===== config.mk =====
export PLATFORM = sky130hd
export DESIGN_NAME = rtp_readout_timing
export DESIGN_NICKNAME = d
export VERILOG_FILES = /design/src/hdl/rtp_pkg.sv /design/src/hdl/rtp_readout_timing.sv
export SDC_FILE = /design/constraint.sdc
export NUM_CORES = 1
export LEC_CHECK = 0
export BUFFER_PORTS_ARGS = -buffer_cell sky130_fd_sc_hd__buf_4
export CAP_MARGIN = 0
export CELL_PAD_IN_SITES_DETAIL_PLACEMENT = 0
export CELL_PAD_IN_SITES_GLOBAL_PLACEMENT = 2
export CORE_MARGIN = 1.5
export CORE_UTILIZATION = 35
export DETAILED_ROUTE_END_ITERATION = 6
export GPL_TIMING_DRIVEN = 0
export PLACE_DENSITY_LB_ADDON = 0.1
export SETUP_SLACK_MARGIN = 0.05
export SKIP_LAST_GASP = 1
export SLEW_MARGIN = 20
export SYNTH_ARGS = -nofsm -noshare
export SYNTH_HDL_FRONTEND = slang
export SYNTH_SLANG_ARGS = --single-unit

===== constraint.sdc =====
create_clock -name REF_CLK_IN -period 3.8 [get_ports REF_CLK_IN]
set_input_delay 0.76 -clock REF_CLK_IN [delete_from_list [all_inputs] [get_ports REF_CLK_IN]]
set_output_delay 0.76 -clock REF_CLK_IN [all_outputs]
set_load 0.05 [all_outputs]

===== src/hdl/rtp_pkg.sv =====
// Purpose: shared constants and types for the readout timing and PROM control block
// Assumes: 50 MHz reference clock, synchronous active-high reset
// Notes: pulse and debounce counts derived from times in ms; tick count from the clock ratio
`default_nettype none

package rtp_pkg;

  localparam int unsigned CLK_HZ = 50_000_000;
  localparam int unsigned SYS_CLK_HZ = 32_000;
  localparam int unsigned TICK_CYCLES = CLK_HZ / SYS_CLK_HZ;
  localparam int unsigned TICK_W = 11;

  localparam int unsigned TB_W = 12;
  localparam int unsigned STROBE_BIT = 5;
  localparam int unsigned PROG_PHASE_LSB = 3;
  localparam int unsigned RECALL_PHASE_LSB = 6;
  localparam logic [TB_W-1:0] TB_RESET = 12'h000;

  localparam int unsigned ADDR_W = 11;
  localparam int unsigned BANK_BIT = 10;
  localparam int unsigned RAMP_LSB = 3;
  localparam logic [ADDR_W-1:0] LAST_WORD = 11'h7ff;
  localparam logic [7:0] LAST_PASS = 8'hff;

  localparam int unsigned PULSE_MS = 400;
  localparam int unsigned PULSE_CYCLES = PULSE_MS * (CLK_HZ / 1000);
  localparam int unsigned DEBOUNCE_MS = 100;
  localparam int unsigned DEBOUNCE_CYCLES = DEBOUNCE_MS * (CLK_HZ / 1000);
  localparam int unsigned TIMER_W = 25;

  localparam logic [3:0] SEQ_IDLE = 4'h0;
  localparam int unsigned BUF_DEPTH = 2;

  // three-level select/write pin of each PROM
  typedef enum logic [1:0] {
    RTP_LVL_OUTPUT = 2'b00,
    RTP_LVL_TRISTATE = 2'b01,
    RTP_LVL_INPUT = 2'b10
  } rtp_level_t;

  typedef enum logic [2:0] {
    RTP_IDLE = 3'b000,
    RTP_WAIT = 3'b001,
    RTP_PULSE = 3'b011,
    RTP_NEXT = 3'b010,
    RTP_DONE = 3'b110
  } rtp_state_t;

  typedef struct packed {
    rtp_level_t [1:0] level;
    logic [1:0] program_pin;
  } rtp_prom_ctl_t;

  localparam rtp_prom_ctl_t PROM_CTL_RESET = '{level: '{RTP_LVL_TRISTATE, RTP_LVL_TRISTATE},
                                               program_pin: 2'b00};

endpackage : rtp_pkg

`default_nettype wire


===== src/hdl/rtp_readout_timing.sv =====
// Purpose: timebase, two latched timing sequences, PROM programming and copy debounce
// Assumes: inputs synchronous to REF_CLK_IN; SRST_IN synchronous, active high
// Notes: program and debounce times are top parameters so a bench may shorten them
`default_nettype none

module rtp_readout_timing
  import rtp_pkg::*;
#(
  parameter int unsigned PULSE_LEN = PULSE_CYCLES,
  parameter int unsigned DEBOUNCE_LEN = DEBOUNCE_CYCLES
) (
  input wire logic REF_CLK_IN,
  input wire logic SRST_IN,
  input wire logic PROG_SYNC_IN,
  input wire logic RECALL_SYNC_IN,
  input wire logic PROM_FLOAT_CONTROL_IN,
  input wire logic PROM_WRITE_CONTROL_IN,
  input wire logic PROM_PROGRAM_PULSE_N_IN,
  input wire logic [ADDR_W-1:0] RECALL_ADDR_IN,
  input wire logic [7:0] PROM_DATA_IN,
  input wire logic [7:0] REC_DATA_IN,
  input wire logic REC_VALID_IN,
  input wire logic COPY_SWITCH_IN,
  input wire logic ERROR_IN,
  input wire logic SCAN_MODE_IN,
  output logic [TB_W-1:0] TIMEBASE_OUT,
  output logic [3:0] PROG_SEQ_OUT,
  output logic [3:0] RECALL_SEQ_OUT,
  output logic [3:0] PROG_GATED_OUT,
  output logic [3:0] RECALL_GATED_OUT,
  output rtp_prom_ctl_t PROM_CTL_OUT,
  output logic [ADDR_W-1:0] PROM_ADDR_OUT,
  output logic [7:0] PROM_DATA_OUT,
  output logic PROM_DATA_OE_OUT,
  output logic [7:0] READ_DATA_OUT,
  output logic REC_READY_OUT,
  output logic PROG_BUSY_OUT,
  output logic PROG_DONE_OUT,
  output logic [7:0] PROG_PASS_OUT,
  output logic COPY_REQ_OUT
);

  function automatic logic [3:0] rtp_phase_decode(input logic [1:0] phase);
    rtp_phase_decode = 4'h1 << phase;
  endfunction : rtp_phase_decode

  // timebase
  logic [TICK_W-1:0] tick_cnt;
  logic [TB_W-1:0] timebase_counter;
  logic strobe_prev;
  logic sequence_sync_flop;
  logic [3:0] program_sequence_latch;
  logic [3:0] recall_sequence_latch;

  wire tick = (tick_cnt == TICK_W'(TICK_CYCLES - 1));
  wire sequence_strobe_tap = timebase_counter[STROBE_BIT];
  wire strobe_fall = strobe_prev & ~sequence_strobe_tap;
  wire any_sync = PROG_SYNC_IN | RECALL_SYNC_IN;
  wire prog_latch_en = sequence_sync_flop & PROG_SYNC_IN;
  wire recall_latch_en = sequence_sync_flop & RECALL_SYNC_IN;
  wire [3:0] prog_phase = rtp_phase_decode(timebase_counter[PROG_PHASE_LSB +: 2]);
  wire [3:0] recall_phase = rtp_phase_decode(timebase_counter[RECALL_PHASE_LSB +: 2]);
  wire [3:0] prog_gated = program_sequence_latch & {4{PROG_SYNC_IN}};
  wire [3:0] recall_gated = recall_sequence_latch & {4{RECALL_SYNC_IN}};

  always_ff @(posedge REF_CLK_IN) begin
    if (SRST_IN) begin
      tick_cnt <= '0;
      timebase_counter <= TB_RESET;
      strobe_prev <= 1'b0;
    end else begin
      tick_cnt <= tick ? '0 : tick_cnt + 1'b1;
      if (tick) begin
        timebase_counter <= timebase_counter + 1'b1;
      end
      strobe_prev <= sequence_strobe_tap;
    end
  end

  always_ff @(posedge REF_CLK_IN) begin
    if (SRST_IN || !any_sync) begin
      sequence_sync_flop <= 1'b0;
    end else if (strobe_fall) begin
      sequence_sync_flop <= 1'b1;
    end
  end

  always_ff @(posedge REF_CLK_IN) begin
    if (SRST_IN) begin
      program_sequence_latch <= SEQ_IDLE;
      recall_sequence_latch <= SEQ_IDLE;
      PROG_GATED_OUT <= SEQ_IDLE;
      RECALL_GATED_OUT <= SEQ_IDLE;
    end else begin
      if (prog_latch_en) begin
        program_sequence_latch <= prog_phase;
      end
      if (recall_latch_en) begin
        recall_sequence_latch <= recall_phase;
      end
      PROG_GATED_OUT <= prog_gated;
      RECALL_GATED_OUT <= recall_gated;
    end
  end

  assign TIMEBASE_OUT = timebase_counter;
  assign PROG_SEQ_OUT = program_sequence_latch;
  assign RECALL_SEQ_OUT = recall_sequence_latch;

  // two-entry buffer for recorder data
  logic [7:0] buf_mem [BUF_DEPTH];
  logic buf_wr;
  logic buf_rd;
  logic [1:0] buf_cnt;
  logic pop;

  wire buf_valid = (buf_cnt != 2'd0);
  wire push = REC_VALID_IN & REC_READY_OUT;
  wire [1:0] next_buf_cnt = buf_cnt + {1'b0, push} - {1'b0, pop};

  always_ff @(posedge REF_CLK_IN) begin
    if (SRST_IN) begin
      buf_wr <= 1'b0;
      buf_rd <= 1'b0;
      buf_cnt <= 2'd0;
      REC_READY_OUT <= 1'b0;
    end else begin
      if (push) begin
        buf_mem[buf_wr] <= REC_DATA_IN;
        buf_wr <= ~buf_wr;
      end
      if (pop) begin
        buf_rd <= ~buf_rd;
      end
      buf_cnt <= next_buf_cnt;
      REC_READY_OUT <= (next_buf_cnt != 2'(BUF_DEPTH));
    end
  end

  // programming engine
  rtp_state_t state;
  rtp_state_t next_state;
  logic [ADDR_W-1:0] prog_addr;
  logic [7:0] pass_cnt;
  logic [7:0] prog_word;
  logic [TIMER_W-1:0] pulse_timer;

  wire pulse_end = (pulse_timer == TIMER_W'(PULSE_LEN - 1));
  wire word_last = (prog_addr == LAST_WORD);
  wire pass_last = (pass_cnt == LAST_PASS);
  wire engine_on = (state != RTP_IDLE) && (state != RTP_DONE);

  always_comb begin
    next_state = state;
    pop = 1'b0;
    case (state)
      RTP_IDLE: begin
        if (prog_gated[0]) begin
          next_state = RTP_WAIT;
        end
      end
      RTP_WAIT: begin
        if (buf_valid) begin
          next_state = RTP_PULSE;
        end
      end
      RTP_PULSE: begin
        if (pulse_end) begin
          next_state = RTP_NEXT;
          pop = 1'b1;
        end
      end
      RTP_NEXT: begin
        next_state = (word_last && pass_last) ? RTP_DONE : RTP_WAIT;
      end
      RTP_DONE: begin
        next_state = RTP_DONE;
      end
      default: begin
        next_state = RTP_IDLE;
      end
    endcase
    if (!PROG_SYNC_IN) begin
      next_state = RTP_IDLE;
    end
  end

  always_ff @(posedge REF_CLK_IN) begin
    if (SRST_IN) begin
      state <= RTP_IDLE;
    end else begin
      state <= next_state;
    end
  end

  always_ff @(posedge REF_CLK_IN) begin
    if (SRST_IN || state == RTP_IDLE) begin
      prog_addr <= '0;
      pass_cnt <= 8'h00;
      prog_word <= 8'h00;
      pulse_timer <= '0;
    end else begin
      if (state == RTP_WAIT) begin
        prog_word <= buf_mem[buf_rd];
        pulse_timer <= '0;
      end
      if (state == RTP_PULSE && !pulse_end) begin
        pulse_timer <= pulse_timer + 1'b1;
      end
      if (state == RTP_NEXT) begin
        prog_addr <= prog_addr + 1'b1;
        if (word_last && !pass_last) begin
          pass_cnt <= pass_cnt + 1'b1;
        end
      end
    end
  end

  // PROM pin control
  wire [ADDR_W-1:0] eff_addr = engine_on ? prog_addr : RECALL_ADDR_IN;
  wire bank = eff_addr[BANK_BIT];
  wire write_mode = PROM_WRITE_CONTROL_IN | engine_on;
  wire pulse_n = PROM_PROGRAM_PULSE_N_IN & (state != RTP_PULSE);
  rtp_prom_ctl_t next_ctl;

  always_comb begin
    next_ctl = PROM_CTL_RESET;
    if (!PROM_FLOAT_CONTROL_IN) begin
      next_ctl.level[bank] = write_mode ? RTP_LVL_INPUT : RTP_LVL_OUTPUT;
      next_ctl.program_pin[bank] = ~pulse_n;
    end
  end

  always_ff @(posedge REF_CLK_IN) begin
    if (SRST_IN) begin
      PROM_CTL_OUT <= PROM_CTL_RESET;
      PROM_ADDR_OUT <= '0;
      PROM_DATA_OUT <= 8'h00;
      PROM_DATA_OE_OUT <= 1'b0;
      READ_DATA_OUT <= 8'h00;
      PROG_BUSY_OUT <= 1'b0;
      PROG_DONE_OUT <= 1'b0;
      PROG_PASS_OUT <= 8'h00;
    end else begin
      PROM_CTL_OUT <= next_ctl;
      PROM_ADDR_OUT <= eff_addr;
      if (PROM_FLOAT_CONTROL_IN) begin
        PROM_DATA_OUT <= eff_addr[ADDR_W-1:RAMP_LSB];
        PROM_DATA_OE_OUT <= 1'b1;
      end else begin
        PROM_DATA_OUT <= prog_word;
        PROM_DATA_OE_OUT <= write_mode;
      end
      READ_DATA_OUT <= PROM_DATA_IN;
      PROG_BUSY_OUT <= engine_on;
      PROG_DONE_OUT <= (state == RTP_DONE);
      PROG_PASS_OUT <= pass_cnt;
    end
  end

  // copy switch one-shot
  logic copy_prev;
  logic [TIMER_W-1:0] debounce_timer;

  wire copy_blocked = ERROR_IN | SCAN_MODE_IN | PROG_SYNC_IN | engine_on;
  wire copy_rise = COPY_SWITCH_IN & ~copy_prev;
  wire copy_fire = copy_rise & ~copy_blocked & (debounce_timer == '0);

  always_ff @(posedge REF_CLK_IN) begin
    if (SRST_IN) begin
      copy_prev <= 1'b0;
      debounce_timer <= '0;
      COPY_REQ_OUT <= 1'b0;
    end else begin
      copy_prev <= COPY_SWITCH_IN;
      COPY_REQ_OUT <= copy_fire;
      if (copy_fire) begin
        debounce_timer <= TIMER_W'(DEBOUNCE_LEN - 1);
      end else if (debounce_timer != '0) begin
        debounce_timer <= debounce_timer - 1'b1;
      end
    end
  end

endmodule : rtp_readout_timing

`default_nettype wire


; After elaboration in Yosys (flattened, before gate mapping)
; Memory sizes are Yosys's and may differ from the RTL's. A register that Yosys moved wholly into a read port is not among the register bits.
; Index checks and enable logic that the tools add are counted.
[word_totals]
ram_bits = 16
input_bits = 38
wordCells = 128
romBits = 0
register_bits = 164
output_inout_bits = 74
n_memories = 1
latch_bits = 0
[mem_list]
columns = memory, words, width, read_ports, rd_clocked_by_memory_dff, wr, line_no
row1 = buf_mem, 2, 8, 1, 1, 1, rtp_readout_timing.sv:111  ; logic [7:0] buf_mem [BUF_DEPTH];
[classes]
reduce_logical = 23
n_div = 0
n_eq_ne = 14
n_mux = 22
order_cmp = 2
shifts = 2
n_bitwise = 26
mul = 0
add_sub_neg = 8
[op_table]
columns = op, count
row1 = two-way mux 25 bit, 2
row2 = two-way mux 23 bit, 2
row3 = "adder 25 x 1 -> 25 bit, second input constant", 1
row4 = "equality test 25 bit, second input constant", 1
row5 = logical NOT 25 bit, 1
row6 = nonzero test 25 bit, 1
row7 = "subtractor 25 x 1 -> 25 bit, second input constant", 1
row8 = "adder 11 x 1 -> 11 bit, second input constant", 2
row9 = "equality test 11 bit, second input constant", 2
row10 = one-hot mux 3 bit (5 select lines), 1
row11 = "adder 12 x 1 -> 12 bit, second input constant", 1
row12 = two-way mux 3 bit, 4
row13 = two-way mux 11 bit, 1
row14 = "adder 8 x 1 -> 8 bit, second input constant", 1
row15 = bitwise AND 1 bit, 8
row16 = bitwise AND 4 bit, 2
row17 = "equality test 8 bit, second input constant", 1
row18 = two-way mux 8 bit, 1
row19 = "inequality test 2 bit, second input constant", 4
row20 = OR reduction 2 bit, 4
row21 = "left shift 1 x 2 -> 4 bit, first input constant", 2
row22 = two-way mux 1 bit, 7
row23 = NOT 1 bit, 7
row24 = "equality test 3 x 2 -> 1 bit, second input constant", 2
row25 = other kinds (23), 38

; Depth between registers and ports, before layout
; Gate-level depths: netlist of run 1.
[logic_depth]
depth_word = 9
mapped_depth = 12
depth_no_buf = 12

; Least setup slack after synthesis of run 1
; Ideal clock, no wire load.
[synth_timing]
path_kind = flip-flop to flip-flop
start = register pulse_timer[17]
end = register REC_READY_OUT
setup_time_ps = 128
path_stages_with_launch = 13
path_buffers = 1
setup_slack_ps = 1082
t_arrival_ps = 2591
required_ps = 3672
cell_sequence = dfxtp_1 clkbuf_1 or4b_2 nor4_2 nand4_1 inv_1 ha_1 inv_1 ha_1 xor2_1 xnor2_1 nor2_1 nor2_1
[synth_via]
elab_chain_cells = 5
[synth_rtl]
columns = element, line_no
row1 = start: declaration, rtp_readout_timing.sv:146  ; logic [TIMER_W-1:0] pulse_timer;
row2 = start signal: assignment, rtp_readout_timing.sv:208  ; pulse_timer <= pulse_timer + 1'b1;
row3 = equality test 25 bit, rtp_readout_timing.sv:148  ; wire pulse_end = (pulse_timer == TIMER_W'(PULSE_LEN - 1));
row4 = two-way mux 1 bit, rtp_readout_timing.sv:168  ; if (pulse_end) begin
row5 = two-way mux 1 bit, rtp_readout_timing.sv:156  ; case (state)
row6 = net pop, rtp_readout_timing.sv:115  ; logic pop;
row7 = subtractor 2 x 1 -> 2 bit, rtp_readout_timing.sv:119  ; wire [1:0] next_buf_cnt = buf_cnt + {1'b0, push} - {1'b0, pop};
row8 = inequality test 2 bit, rtp_readout_timing.sv:136  ; REC_READY_OUT <= (next_buf_cnt != 2'(BUF_DEPTH));
row9 = end signal: assignment, rtp_readout_timing.sv:136
row10 = end: declaration, rtp_readout_timing.sv:36  ; output logic REC_READY_OUT,
; The timed path passes the listed nets, and every way through them passes these cells.
; A chain may end at the register's enable or synchronous reset.

; Final worst setup path of run 1
; Same ends and word-level chain as after synthesis.

==> results of run 1 <==
## cell families (layout without fill, tap and decap cells)
logic type,Yosys count,after routing
and+or+nand+nor,375,375
muxes,17,17
adders and majority gates,9,9
DFF,188,188
AOI/OAI and AO/OA,123,123
buffers and inverters,56,199
xor gates and xnor gates,55,55
## worst paths after layout
path	to	slack, ns	depth (start not counted)
min	debounce_timer[24]	0.48	1
min reg2reg	debounce_timer[24]	0.48	1
max reg2reg	REC_READY_OUT	0.53	12
max	REC_READY_OUT	0.53	12
## flip-flops by register name (all words and copies together) (netlist names), 2 cells and up
signal	flops
PROG_GATED_OUT	4
PROG_PASS_OUT	8
PROG_SEQ_OUT	4
PROM_ADDR_OUT	11
PROM_CTL_OUT	6
PROM_DATA_OUT	8
READ_DATA_OUT	8
RECALL_GATED_OUT	4
RECALL_SEQ_OUT	4
TIMEBASE_OUT	12
buf_cnt	2
buf_mem	16
debounce_timer	25
pass_cnt	8
prog_addr	11
prog_word	8
pulse_timer	25
state	3
tick_cnt	11
## cell type report
cell class	count	area, sq um
multi-input combinational	579	3560
fill	2120	12200
clock inverter	13	141
buffer	37	149
timing repair buffer	111	833
clock buffer	19	433
tap	280	350
inverter	19	71.3
sequential	188	3920
## power by group through the flow
stage	Clock, mW	Sequential (mW)	Combinational, mW
6_report	1.74	2.24	1.02
5_1_grt	1.89	2.26	1.12
4_1_cts	1.79	2.24	1.02
3_5_place_dp	0	2.28	1.01
3_3_place_gp	0	2.27	0.997
2_1_floorplan	0	2.33	0.685
## layout by cell type (no fill, tap or decap), types with 4 or more instances in the layout
master	netlist	layout
dfxtp_1	172	172
nor2_1	120	120
buf_4	0	111
nand2_1	51	51
a21oi_1	40	40
clkbuf_1	27	29
nand3_1	29	29
nor3_1	30	29
xnor2_1	28	28
xor2_1	27	27
nor2b_1	21	21
inv_1	19	19
a211oi_1	18	18
clkbuf_16	0	17
mux2i_1	16	16
o21ai_0	16	16
edfxtp_1	16	16
nand4_1	15	15
and2_1	14	14
nor4_1	13	13
and3_1	13	13
or3_1	11	11
ha_1	9	9
a21o_1	8	8
buf_1	7	7
or4_1	7	7
nor3b_1	8	7
o22a_1	7	7
nor4b_1	6	6
and4_1	6	6
nand2b_1	6	6
inv_6	0	6
or2_2	5	5
a31o_2	4	4
## critical path: stages, from the launching register on
cell,delay (ns)
dfxtp_1,0.30
clkbuf_1,0.18
or4b_2,0.68
nor4_2,0.64
nand4_1,0.35
inv_1,0.13
ha_1,0.23
inv_1,0.05
ha_1,0.14
xor2_1,0.18
xnor2_1,0.16
nor2_1,0.06
nor2_1,0.09
## metal layers
metal | wire length [um] | vias up | track usage (%) | part of all wire, %
met3 | 978 | 29 | 4.91 | 4.8
met4 | 329 | 0 | 5.19 | 1.6
li1 | - | 3184 | - | -
met5 | 0 | - | 0 | 0
met2 | 9860 | 124 | 30.3 | 49
met1 | 9060 | 2997 | 22.5 | 45
==> metrics.yaml, run 1 <==
numCtsBuffers: 17
worst-setup-path-type: "reg2reg"
yosysSeqAreaShare_pct: 51.0
drv_slew: 0
crit_fanout: 9
placedCellCount: 1214
layout.cells.non_filler: 1246
dpl.hpwl_mm: 15.0
ys_types: 63
antenna_left: 0
die_height_um: 151
synth.most_common_cell: "dfxtp_1"
overflow: 0
period_share_pct: 86.0
cts_tree: "yes"
clockBufferDepth: 2
syn_to_final_growth_pct: 23.0
die_x_um: 151
total_leakage_power_nw: 3.55
synth_top_cells_by_area: "dfxtp_1 45%, edfxtp_1 6.2%, nor2_1 5.9%"
pwr-share-seq_pct: 44.8
coreArea_sq_um: 21700
via_count: 6334
yosys.area_share.xor_xnor_pct: 6.26
required_ns: 4.17
ys_async_sr_fraction_pct: 0
cap_violations: 0
drt_iter0_markers: 241
synth-compound-area-share_pct: 10.7
synth_area_per_cell_sq_um: 9.35
p_int_mw: 3.40
placementRows: 54
dp_worst_setup_slack_ns: 0.565
antennaDiodeCount: 0
placed_cell_area_sq_um: 8880
dr.pass1.iters: 4
ctsHoldBuffers: 0
cts_root_buf: "clkbuf_16"
final_util_pct: 43.6
grt_pass1_wl_mm: 31.5
hold_start: "debounce_timer[24]"
port_buffers: 111
synth_edf_count: 16
fin_tns_setup_ns: 0
cts_setup_buffers: 0
synth_top_area_share_pct: 44.7
final_area_sq_um: 9470
rsz0062_at_grt: "false"
grt_pass1_vias: 5982
vias_per_cell: 5.08
syn_inst: 823
finalHoldViolations: 0
synth_fp_nets: 870
yosysWarnings: 0
ys_ff_latch: 188
fin_ws_ns: 0.533
drc: 0
die-area_sq_um: 22900
cp-end-kind: "register"
synth_adder_area_share_pct: 1.46
avgRoutedWirePerCell_um: 16.2
cts_resized: 0
synth_common_cells: "172 x dfxtp_1, 120 x nor2_1, 51 x nand2_1"
switching_share_pct: 32.1
crit_path_start_kind: "register"
pwr-share-comb_pct: 20.4
finalWirelength_mm: 20.2
fin_skew_ns: 0.0177
setup_viol_count_final: 0
finish.net_count: 1000
synth-simple-area-share_pct: 25.5
worst_slew_pin_slew_ns: 0.940
final.min_clock_period_ns: 3.27
num_io_pins: 112
fin_total_pwr_mw: 5.00
cts.sink_count: 188
max_slew_margin_pct: 36.8
grtUsageTotal_pct: 18.0
antenna_found_initial: 0
ir_drop_mv: 0.224
clk_latency_ns: 0.44
cp-startpoint: "pulse_timer[17]"
path_clk_slew_ns: 0.08
fmax_ghz: 0.306
timing.rr.start: "pulse_timer[17]"
htree_levels: 4
start_util_pct: 35.5
synth_top_cell_by_area: "dfxtp_1"
timing.hold.ws_ns: 0.481
hold_class: "reg2reg"
outcome: "finished, final reports clean"
syn_area_sq_um: 7700
synth_mux_area_share_pct: 2.23
gp_congestion: 0.786
p_sw_mw: 1.60
grt_max_degree: 20
drive_above_1_share_pct: 17.4
critical_path_arrival_ns: 3.63
synth_top_family_by_area: "simple AND/OR/NAND/NOR gates"
power.density_nw_per_um2: 528
ys.flop_type: "dfxtp_1"
p_clk_share_pct: 34.8
(Power assumes the default switching activity.)
==> run 2: changes to the inputs <==
--- a/config.mk
+++ b/config.mk
@@ -5,12 +5,13 @@
 export SDC_FILE = /design/constraint.sdc
 export NUM_CORES = 1
 export LEC_CHECK = 0
+export ABC_AREA = 1
 export BUFFER_PORTS_ARGS = -buffer_cell sky130_fd_sc_hd__buf_4
 export CAP_MARGIN = 0
 export CELL_PAD_IN_SITES_DETAIL_PLACEMENT = 0
 export CELL_PAD_IN_SITES_GLOBAL_PLACEMENT = 2
 export CORE_MARGIN = 1.5
-export CORE_UTILIZATION = 35
+export CORE_UTILIZATION = 33
 export DETAILED_ROUTE_END_ITERATION = 6
 export GPL_TIMING_DRIVEN = 0
 export PLACE_DENSITY_LB_ADDON = 0.1
==> run 2 against run 1 <==
Effect of this change:
- clock skew decreased by 0.0044 ns
- die area grew 16%
- synthesized cell count is 40% higher
- largest power group unchanged
- via count rose by 19%
- highest routed layer unchanged
- design area rose by 8.7%
==> metrics.yaml, run 2 <==
outcome: "finished, final reports clean"
fin_skew_ns: 0.0132  # -0.00444 ns
die_height_um: 163  # +7.5%
timing.hold.ws_ns: 0.458  # -0.0233 ns
cts_tree: "yes"
drc: 0  # unchanged
layout_common_cells: "265 x nand2_1, 201 x nor2_1, 172 x dfxtp_1"
cap_violations: 0  # unchanged
coreArea_sq_um: 25100  # +16%
fin_total_pwr_mw: 5.68  # +14%
antenna_found_initial: 0  # unchanged
synth_top_cells_by_area: "dfxtp_1 41%, nand2_1 12%, nor2_1 9.0%"
htree_levels: 4  # unchanged
drive_above_1_share_pct: 15.3  # -2.1 points
numCtsBuffers: 17  # unchanged
r2r_setup_slack_ns: 1.51  # +0.98 ns
placementRows: 58  # +7.4%
overflow: 0  # unchanged
cts_resized: 0  # unchanged
antennaDiodeCount: 0  # unchanged
cts.sink_count: 188  # unchanged
cp-end-kind: "register"
worst-setup-path-type: "reg2reg"
synth_fp_nets: 1203  # +38%
grt_max_degree: 20  # unchanged
ys.flop_type: "dfxtp_1"
ys_async_sr_fraction_pct: 0  # unchanged
crit_fanout: 4  # -5
gp_congestion: 0.839  # +6.7%
port_buffers: 111  # unchanged
cts_setup_buffers: 0  # unchanged
ys_types: 42  # -33%
via_count: 7547  # +19%
critical_path_arrival_ns: 2.56  # -1.07 ns
ctsHoldBuffers: 0  # unchanged
antenna_left: 0  # unchanged
num_io_pins: 112  # unchanged
synth_top_cell_by_area: "dfxtp_1"
required_ns: 4.07  # -0.10 ns
start_util_pct: 33.5  # -2.0 points
clk_latency_ns: 0.44  # about the same
period_share_pct: 60.3  # -26 points
yosysWarnings: 0  # unchanged
crit_path_start_kind: "register"
syn_inst: 1156  # +40%
fmax_ghz: 0.437  # +43%
vias_per_cell: 4.63  # -8.9%
drv_slew: 0  # unchanged
avgRoutedWirePerCell_um: 15.0  # -7.6%
syn_to_final_growth_pct: 22.3
die_x_um: 163  # +7.5%
dr.pass1.iters: 5  # +1
reg_top3: "debounce_timer (25), pulse_timer (25), buf_mem (16)"
finish.net_count: 1333  # +33%
synth_area_per_cell_sq_um: 7.28  # -22%
layout_commonest_cell: "nand2_1"
max_slew_margin_pct: 47.1  # +10 points
total_leakage_power_nw: 4.16  # +17%
setup_viol_count_final: 0  # unchanged
synth_common_cells: "265 x nand2_1, 201 x nor2_1, 172 x dfxtp_1"
synth.most_common_cell: "nand2_1"
finalWirelength_mm: 24.4  # +21%
hold_class: "reg2reg"
fin_tns_setup_ns: 0  # unchanged
grt_pass1_wl_mm: 39.5  # +25%
clockBufferDepth: 2  # unchanged
rsz0062_at_grt: "false"
cts_root_buf: "clkbuf_16"
ys_ff_latch: 188  # unchanged
grtUsageTotal_pct: 19.2  # +1.2 points
dpl.hpwl_mm: 18.6  # +24%
die-area_sq_um: 26500  # +16%
final.min_clock_period_ns: 2.29  # -0.976 ns
path_clk_slew_ns: 0.08  # about the same
grt_pass1_vias: 7343  # +23%
drt_iter0_markers: 459  # +90%
power.density_nw_per_um2: 552  # +4.5%
final_area_sq_um: 10300  # +8.7%
placed_cell_area_sq_um: 9660  # +8.7%
synth_edf_count: 16  # unchanged
synth_top_area_share_pct: 40.9  # -3.8 points
yosysSeqAreaShare_pct: 46.7  # -4.3 points
finalHoldViolations: 0  # unchanged
syn_area_sq_um: 8410  # +9.3%
ir_drop_mv: 0.269  # +20%
worst_slew_pin_slew_ns: 0.793  # -0.147 ns
[run 2: changes by cell type after synthesis, moves of 18 or more]
cell,previous run,this run
nand2_1,51,265
inv_1,19,116
nor2b_1,21,0
nor2_1,120,201
o21ai_0,16,34
nand3_1,29,89
a21oi_1,40,77
clkbuf_1,27,5
[run 2: report_power, final]
part,switching [mW],internal (mW)
Sequential,0.110,2.14
Combinational,0.979,0.536
Clock,0.896,1.01
Total,1.98,3.69
[run 2: final cells by class]
| cell class | count | area (sq um) |
|---|---|---|
| fill | 2747 | 14800 |
| clock buffer | 17 | 425 |
| timing repair buffer | 111 | 833 |
| multi-input combinational | 810 | 3830 |
| clock inverter | 15 | 198 |
| tap | 330 | 413 |
| inverter | 129 | 489 |
| sequential | 188 | 3920 |
| buffer | 29 | 171 |
[run 2: layer usage]
layer	GRT usage (%)	part of all wire, %	up-vias
li1	-	-	3980
met1	27.8	52	3424
met2	29.6	43	122
met3	2.78	3.3	21
met4	5.55	1.2	0
met5	0	0	-
[run 2: worst paths after layout]
kind | from | end | cells after the start
max | pulse_timer[0] | REC_READY_OUT | 10
min | RECALL_SEQ_OUT[1] | RECALL_GATED_OUT[1] | 2
max reg2reg | pulse_timer[0] | REC_READY_OUT | 10
min reg2reg | RECALL_SEQ_OUT[1] | RECALL_GATED_OUT[1] | 2
[run 2: kinds of logic after synthesis]
group,after synthesis,share of synthesized area [%]
AOI/OAI and AO/OA,141,9.02
xor gates and xnor gates,28,2.92
adders and majority gates,9,1.34
buffers and inverters,158,7.85
DFF,188,46.7
and+or+nand+nor,632,32.2
[run 2: through the flow]
| step | worst slack (ns) | utilization [%] | std cells |
|---|---|---|---|
| floorplan | 1.65 | - | 1156 |
| global placement | 0.978 | 38.5 | 1597 |
| detailed placement | 0.962 | 38.5 | 1597 |
| CTS | 1.39 | 40.9 | 1629 |
| global route | 1.25 | 41.0 | 1629 |
| finish | 1.51 | 41.0 | 1629 |
[run 2: worst max-delay path: stages (launching register included)]
cell and delay (ns):
dfxtp_1 0.39, ha_1 0.22, nand3_1 0.13, inv_1 0.11, nand2_1 0.12, nor3_1 0.36, ha_1 0.29, inv_1 0.06
ha_1 0.15, xnor2_1 0.15, a21oi_1 0.14
==> run 3: changes to the inputs <==
--- a/config.mk
+++ b/config.mk
@@ -5,13 +5,13 @@
 export SDC_FILE = /design/constraint.sdc
 export NUM_CORES = 1
 export LEC_CHECK = 0
-export ABC_AREA = 1
+export ABC_AREA = 0
 export BUFFER_PORTS_ARGS = -buffer_cell sky130_fd_sc_hd__buf_4
 export CAP_MARGIN = 0
 export CELL_PAD_IN_SITES_DETAIL_PLACEMENT = 0
 export CELL_PAD_IN_SITES_GLOBAL_PLACEMENT = 2
 export CORE_MARGIN = 1.5
-export CORE_UTILIZATION = 33
+export CORE_UTILIZATION = 32
 export DETAILED_ROUTE_END_ITERATION = 6
 export GPL_TIMING_DRIVEN = 0
 export PLACE_DENSITY_LB_ADDON = 0.1
==> constraint.sdc (replaced) <==
create_clock -name REF_CLK_IN -period 1.9 [get_ports REF_CLK_IN]
set_input_delay 0.38 -clock REF_CLK_IN [delete_from_list [all_inputs] [get_ports REF_CLK_IN]]
set_output_delay 0.38 -clock REF_CLK_IN [all_outputs]
set_load 0.05 [all_outputs]
==> run 3 against run 2 <==
Effect of this change:
- the run now ends with setup timing left
- core utilization up 4.0 points
- die area down 5.5%
- clock skew up 0.0020 ns
- flip-flop and latch count unchanged
- global-route usage down 0.90 points
==> metrics.yaml, run 3 (synthesized netlist as in run 1, its figures left out) <==
via_count: 6548  # -13%
grt_pass1_vias: 6518  # -11%
fin_ws_ns: -0.698  # -2.21 ns
layout_common_cells: "155 x dfxtp_1, 135 x buf_4, 105 x nor2_1"
die_height_um: 158  # -2.8%
gp_congestion: 0.800  # -4.6%
dp_worst_setup_slack_ns: -0.982  # -1.94 ns
path_common_cell: "ha_4"
p_sw_mw: 3.75  # +89%
ctsHoldBuffers: 0  # unchanged
slowest_delay_ns: 0.55  # +0.16 ns
crit_path_start_kind: "register"
p_int_mw: 7.51  # +100%
finish.net_count: 1035  # -22%
period_share_pct: 137  # +76 points
crit_fanout: 4  # unchanged
numCtsBuffers: 17  # unchanged
die_x_um: 158  # -2.8%
critical_path_arrival_ns: 2.91  # +0.35 ns
port_buffers: 111  # unchanged
fin_skew_ns: 0.0152  # +0.00202 ns
drv_slew: 0  # unchanged
drc: 0  # unchanged
r2r-end: "REC_READY_OUT"
min_to: "buf_mem[1][3]"
switching_share_pct: 33.3  # -1.7 points
rsz0062_at_grt: "true"
timing.hold.ws_ns: 0.123  # -0.335 ns
worst-setup-path-type: "reg2reg"
ir_drop_mv: 0.607  # +130%
wl_met1_mm: 10.1  # -20%
finalHoldViolations: 0  # unchanged
vias_per_cell: 4.96  # +7.1%
required_ns: 2.21  # -1.86 ns
cts_root_buf: "clkbuf_16"
cts_tree: "yes"
min_path_cells: 1  # -1
crit_slowest_cell: "or4b_4"
total_leakage_power_nw: 4.03  # -3.1%
cp_num_cells: 11  # +1
drt_iter0_markers: 363  # -21%
violations: "setup timing"
pwr-share-comb_pct: 28.7  # +2.0 points
cp_cell_sequence: "or4b_4, nor4_4, nand4_1, inv_1, ha_4, inv_2, ha_4, xor2_2, xnor2_2, nor2_2, nor2_1"
dpl.hpwl_mm: 15.9  # -14%
layout_commonest_cell: "dfxtp_1"
outcome: "finished with violations"
antenna_left: 0  # unchanged
num_io_pins: 112  # unchanged
antennaDiodeCount: 0  # unchanged
cts.sink_count: 188  # unchanged
start_util_pct: 32.7  # -0.80 points
grt_pass1_wl_mm: 35.0  # -11%
r2r_setup_slack_ns: -0.70  # -2.21 ns
critPathBufInv: 2  # unchanged
overflow: 0  # unchanged
syn_to_final_growth_pct: 37.6
power.density_nw_per_um2: 1060  # +93%
placementRows: 56  # -3.4%
placedCellCount: 1253  # -22%
path_delay_family: "simple AND/OR/NAND/NOR gates"
p_clk_share_pct: 31.1  # -2.5 points
cp-end-kind: "register"
antenna_found_initial: 0  # unchanged
dr.pass1.iters: 5  # unchanged
final_util_pct: 45.0  # +4.0 points
cap_violations: 0  # unchanged
coreArea_sq_um: 23500  # -6.2%
grtUsageTotal_pct: 18.3  # -0.90 points
grt_max_degree: 20  # unchanged
reg_top3: "debounce_timer (25), pulse_timer (25), buf_mem (16)"
timing.rr.start: "pulse_timer[15]"
path_clk_slew_ns: 0.08  # about the same
layout.cells.non_filler: 1320  # -19%
clk_latency_ns: 0.43  # about the same
clockBufferDepth: 2  # unchanged
worst-r2r-cell-count: 11  # +1
die-area_sq_um: 25000  # -5.5%
pwr-share-seq_pct: 40.2  # +0.5 points
fin_total_pwr_mw: 11.3  # +98%
max_slew_margin_pct: 48.5  # +1.3 points
wl_met3_mm: 1.29  # +59%
setup_viol_count_final: 52  # +52
finalWirelength_mm: 22.8  # -6.7%
top_layer_used: "met4"
regArea_sq_um: 3960  # +0.86%
htree_levels: 4  # unchanged
hold_start: "REC_DATA_IN[3]"
fmax_ghz: 0.385  # -12%
met2_length_mm: 11.0  # +3.5%
multi_input_comb_area_sq_um: 4160  # +8.5%
drive_above_1_share_pct: 32.5  # +17 points
final.min_clock_period_ns: 2.60  # +0.307 ns
avgRoutedWirePerCell_um: 17.3  # +15%
hold_class: "in2reg"
worst_slew_pin_slew_ns: 0.766  # -0.0270 ns
fillers: 2294  # -16%
run 3: changes by cell type in the layout (fill, tap and decap cells not counted), sizes merged, moves of 13 or more:
cell,change
nand2,-220
clkbuf,+17
nand3,-61
mux2i,+16
buf,+27
and2,+14
xnor2,+16
and3,+13
inv,-108
nor2,-92
nor4,+13
a21oi,-36
nor2b,+21
o21ai,-26
run 3: final cells by class:
| class | count | share of cell area, % |
|---|---|---|
| multi-input combinational | 579 | 39.2 |
| clock inverter | 13 | 1.12 |
| buffer | 32 | 1.95 |
| clock buffer | 19 | 4.29 |
| sequential | 188 | 37.4 |
| tap | 319 | 3.77 |
| inverter | 19 | 0.673 |
| timing repair buffer | 151 | 11.6 |
run 3: layer usage:
| layer | vias up | global-route usage [%] |
|---|---|---|
| met5 | - | 0 |
| met1 | 3147 | 22.8 |
| met2 | 137 | 30.3 |
| li1 | 3237 | - |
| met4 | 0 | 6.01 |
| met3 | 27 | 5.37 |
run 3: worst max path at each step:
stage                         start       endpoint  slack, ns
floorplan           pulse_timer[17]  REC_READY_OUT      -0.50
global placement            SRST_IN  buf_mem[0][2]      -0.97
detailed placement          SRST_IN  buf_mem[0][2]      -0.98
CTS                 pulse_timer[17]  REC_READY_OUT      -0.83
global route        pulse_timer[15]  REC_READY_OUT      -0.86
finish              pulse_timer[15]  REC_READY_OUT      -0.70
run 3: worst reg2reg max path, stage by stage (launching register included):
cell,delay [ns]
dfxtp_2,0.35
or4b_4,0.55
nor4_4,0.38
nand4_1,0.20
inv_1,0.15
ha_4,0.21
inv_2,0.06
ha_4,0.13
xor2_2,0.17
xnor2_2,0.11
nor2_2,0.13
nor2_1,0.05
run 3: power by group through the flow:
stage / clock [mW] / sequential, mW / combinational, mW
2_1_floorplan: 0 / 4.67 / 1.62
3_5_place_dp: 0 / 4.58 / 2.29
4_1_cts: 3.60 / 4.51 / 2.94
3_3_place_gp: 0 / 4.57 / 2.24
5_1_grt: 3.77 / 4.56 / 3.48
6_report: 3.50 / 4.53 / 3.22
run 3: per-stage QoR:
step	TNS [ns]	instance area, sq um
floorplan	-9.01	7900
global placement	-71.11	9130
detailed placement	-72.26	9130
CTS	-22.26	10200
global route	-21.60	10600
finish	-17.60	10600
run 3: timing repair:
| item | CTS | global route |
|---|---|---|
| gates cloned | 3 | 0 |
| resized for setup | 72 | 82 |
| pin swaps | 27 | 25 |
| setup buffers | 25 | 15 |
| endpoints found under the hold margin | 0 | 0 |
| endpoints found under the setup margin | 135 | 126 |
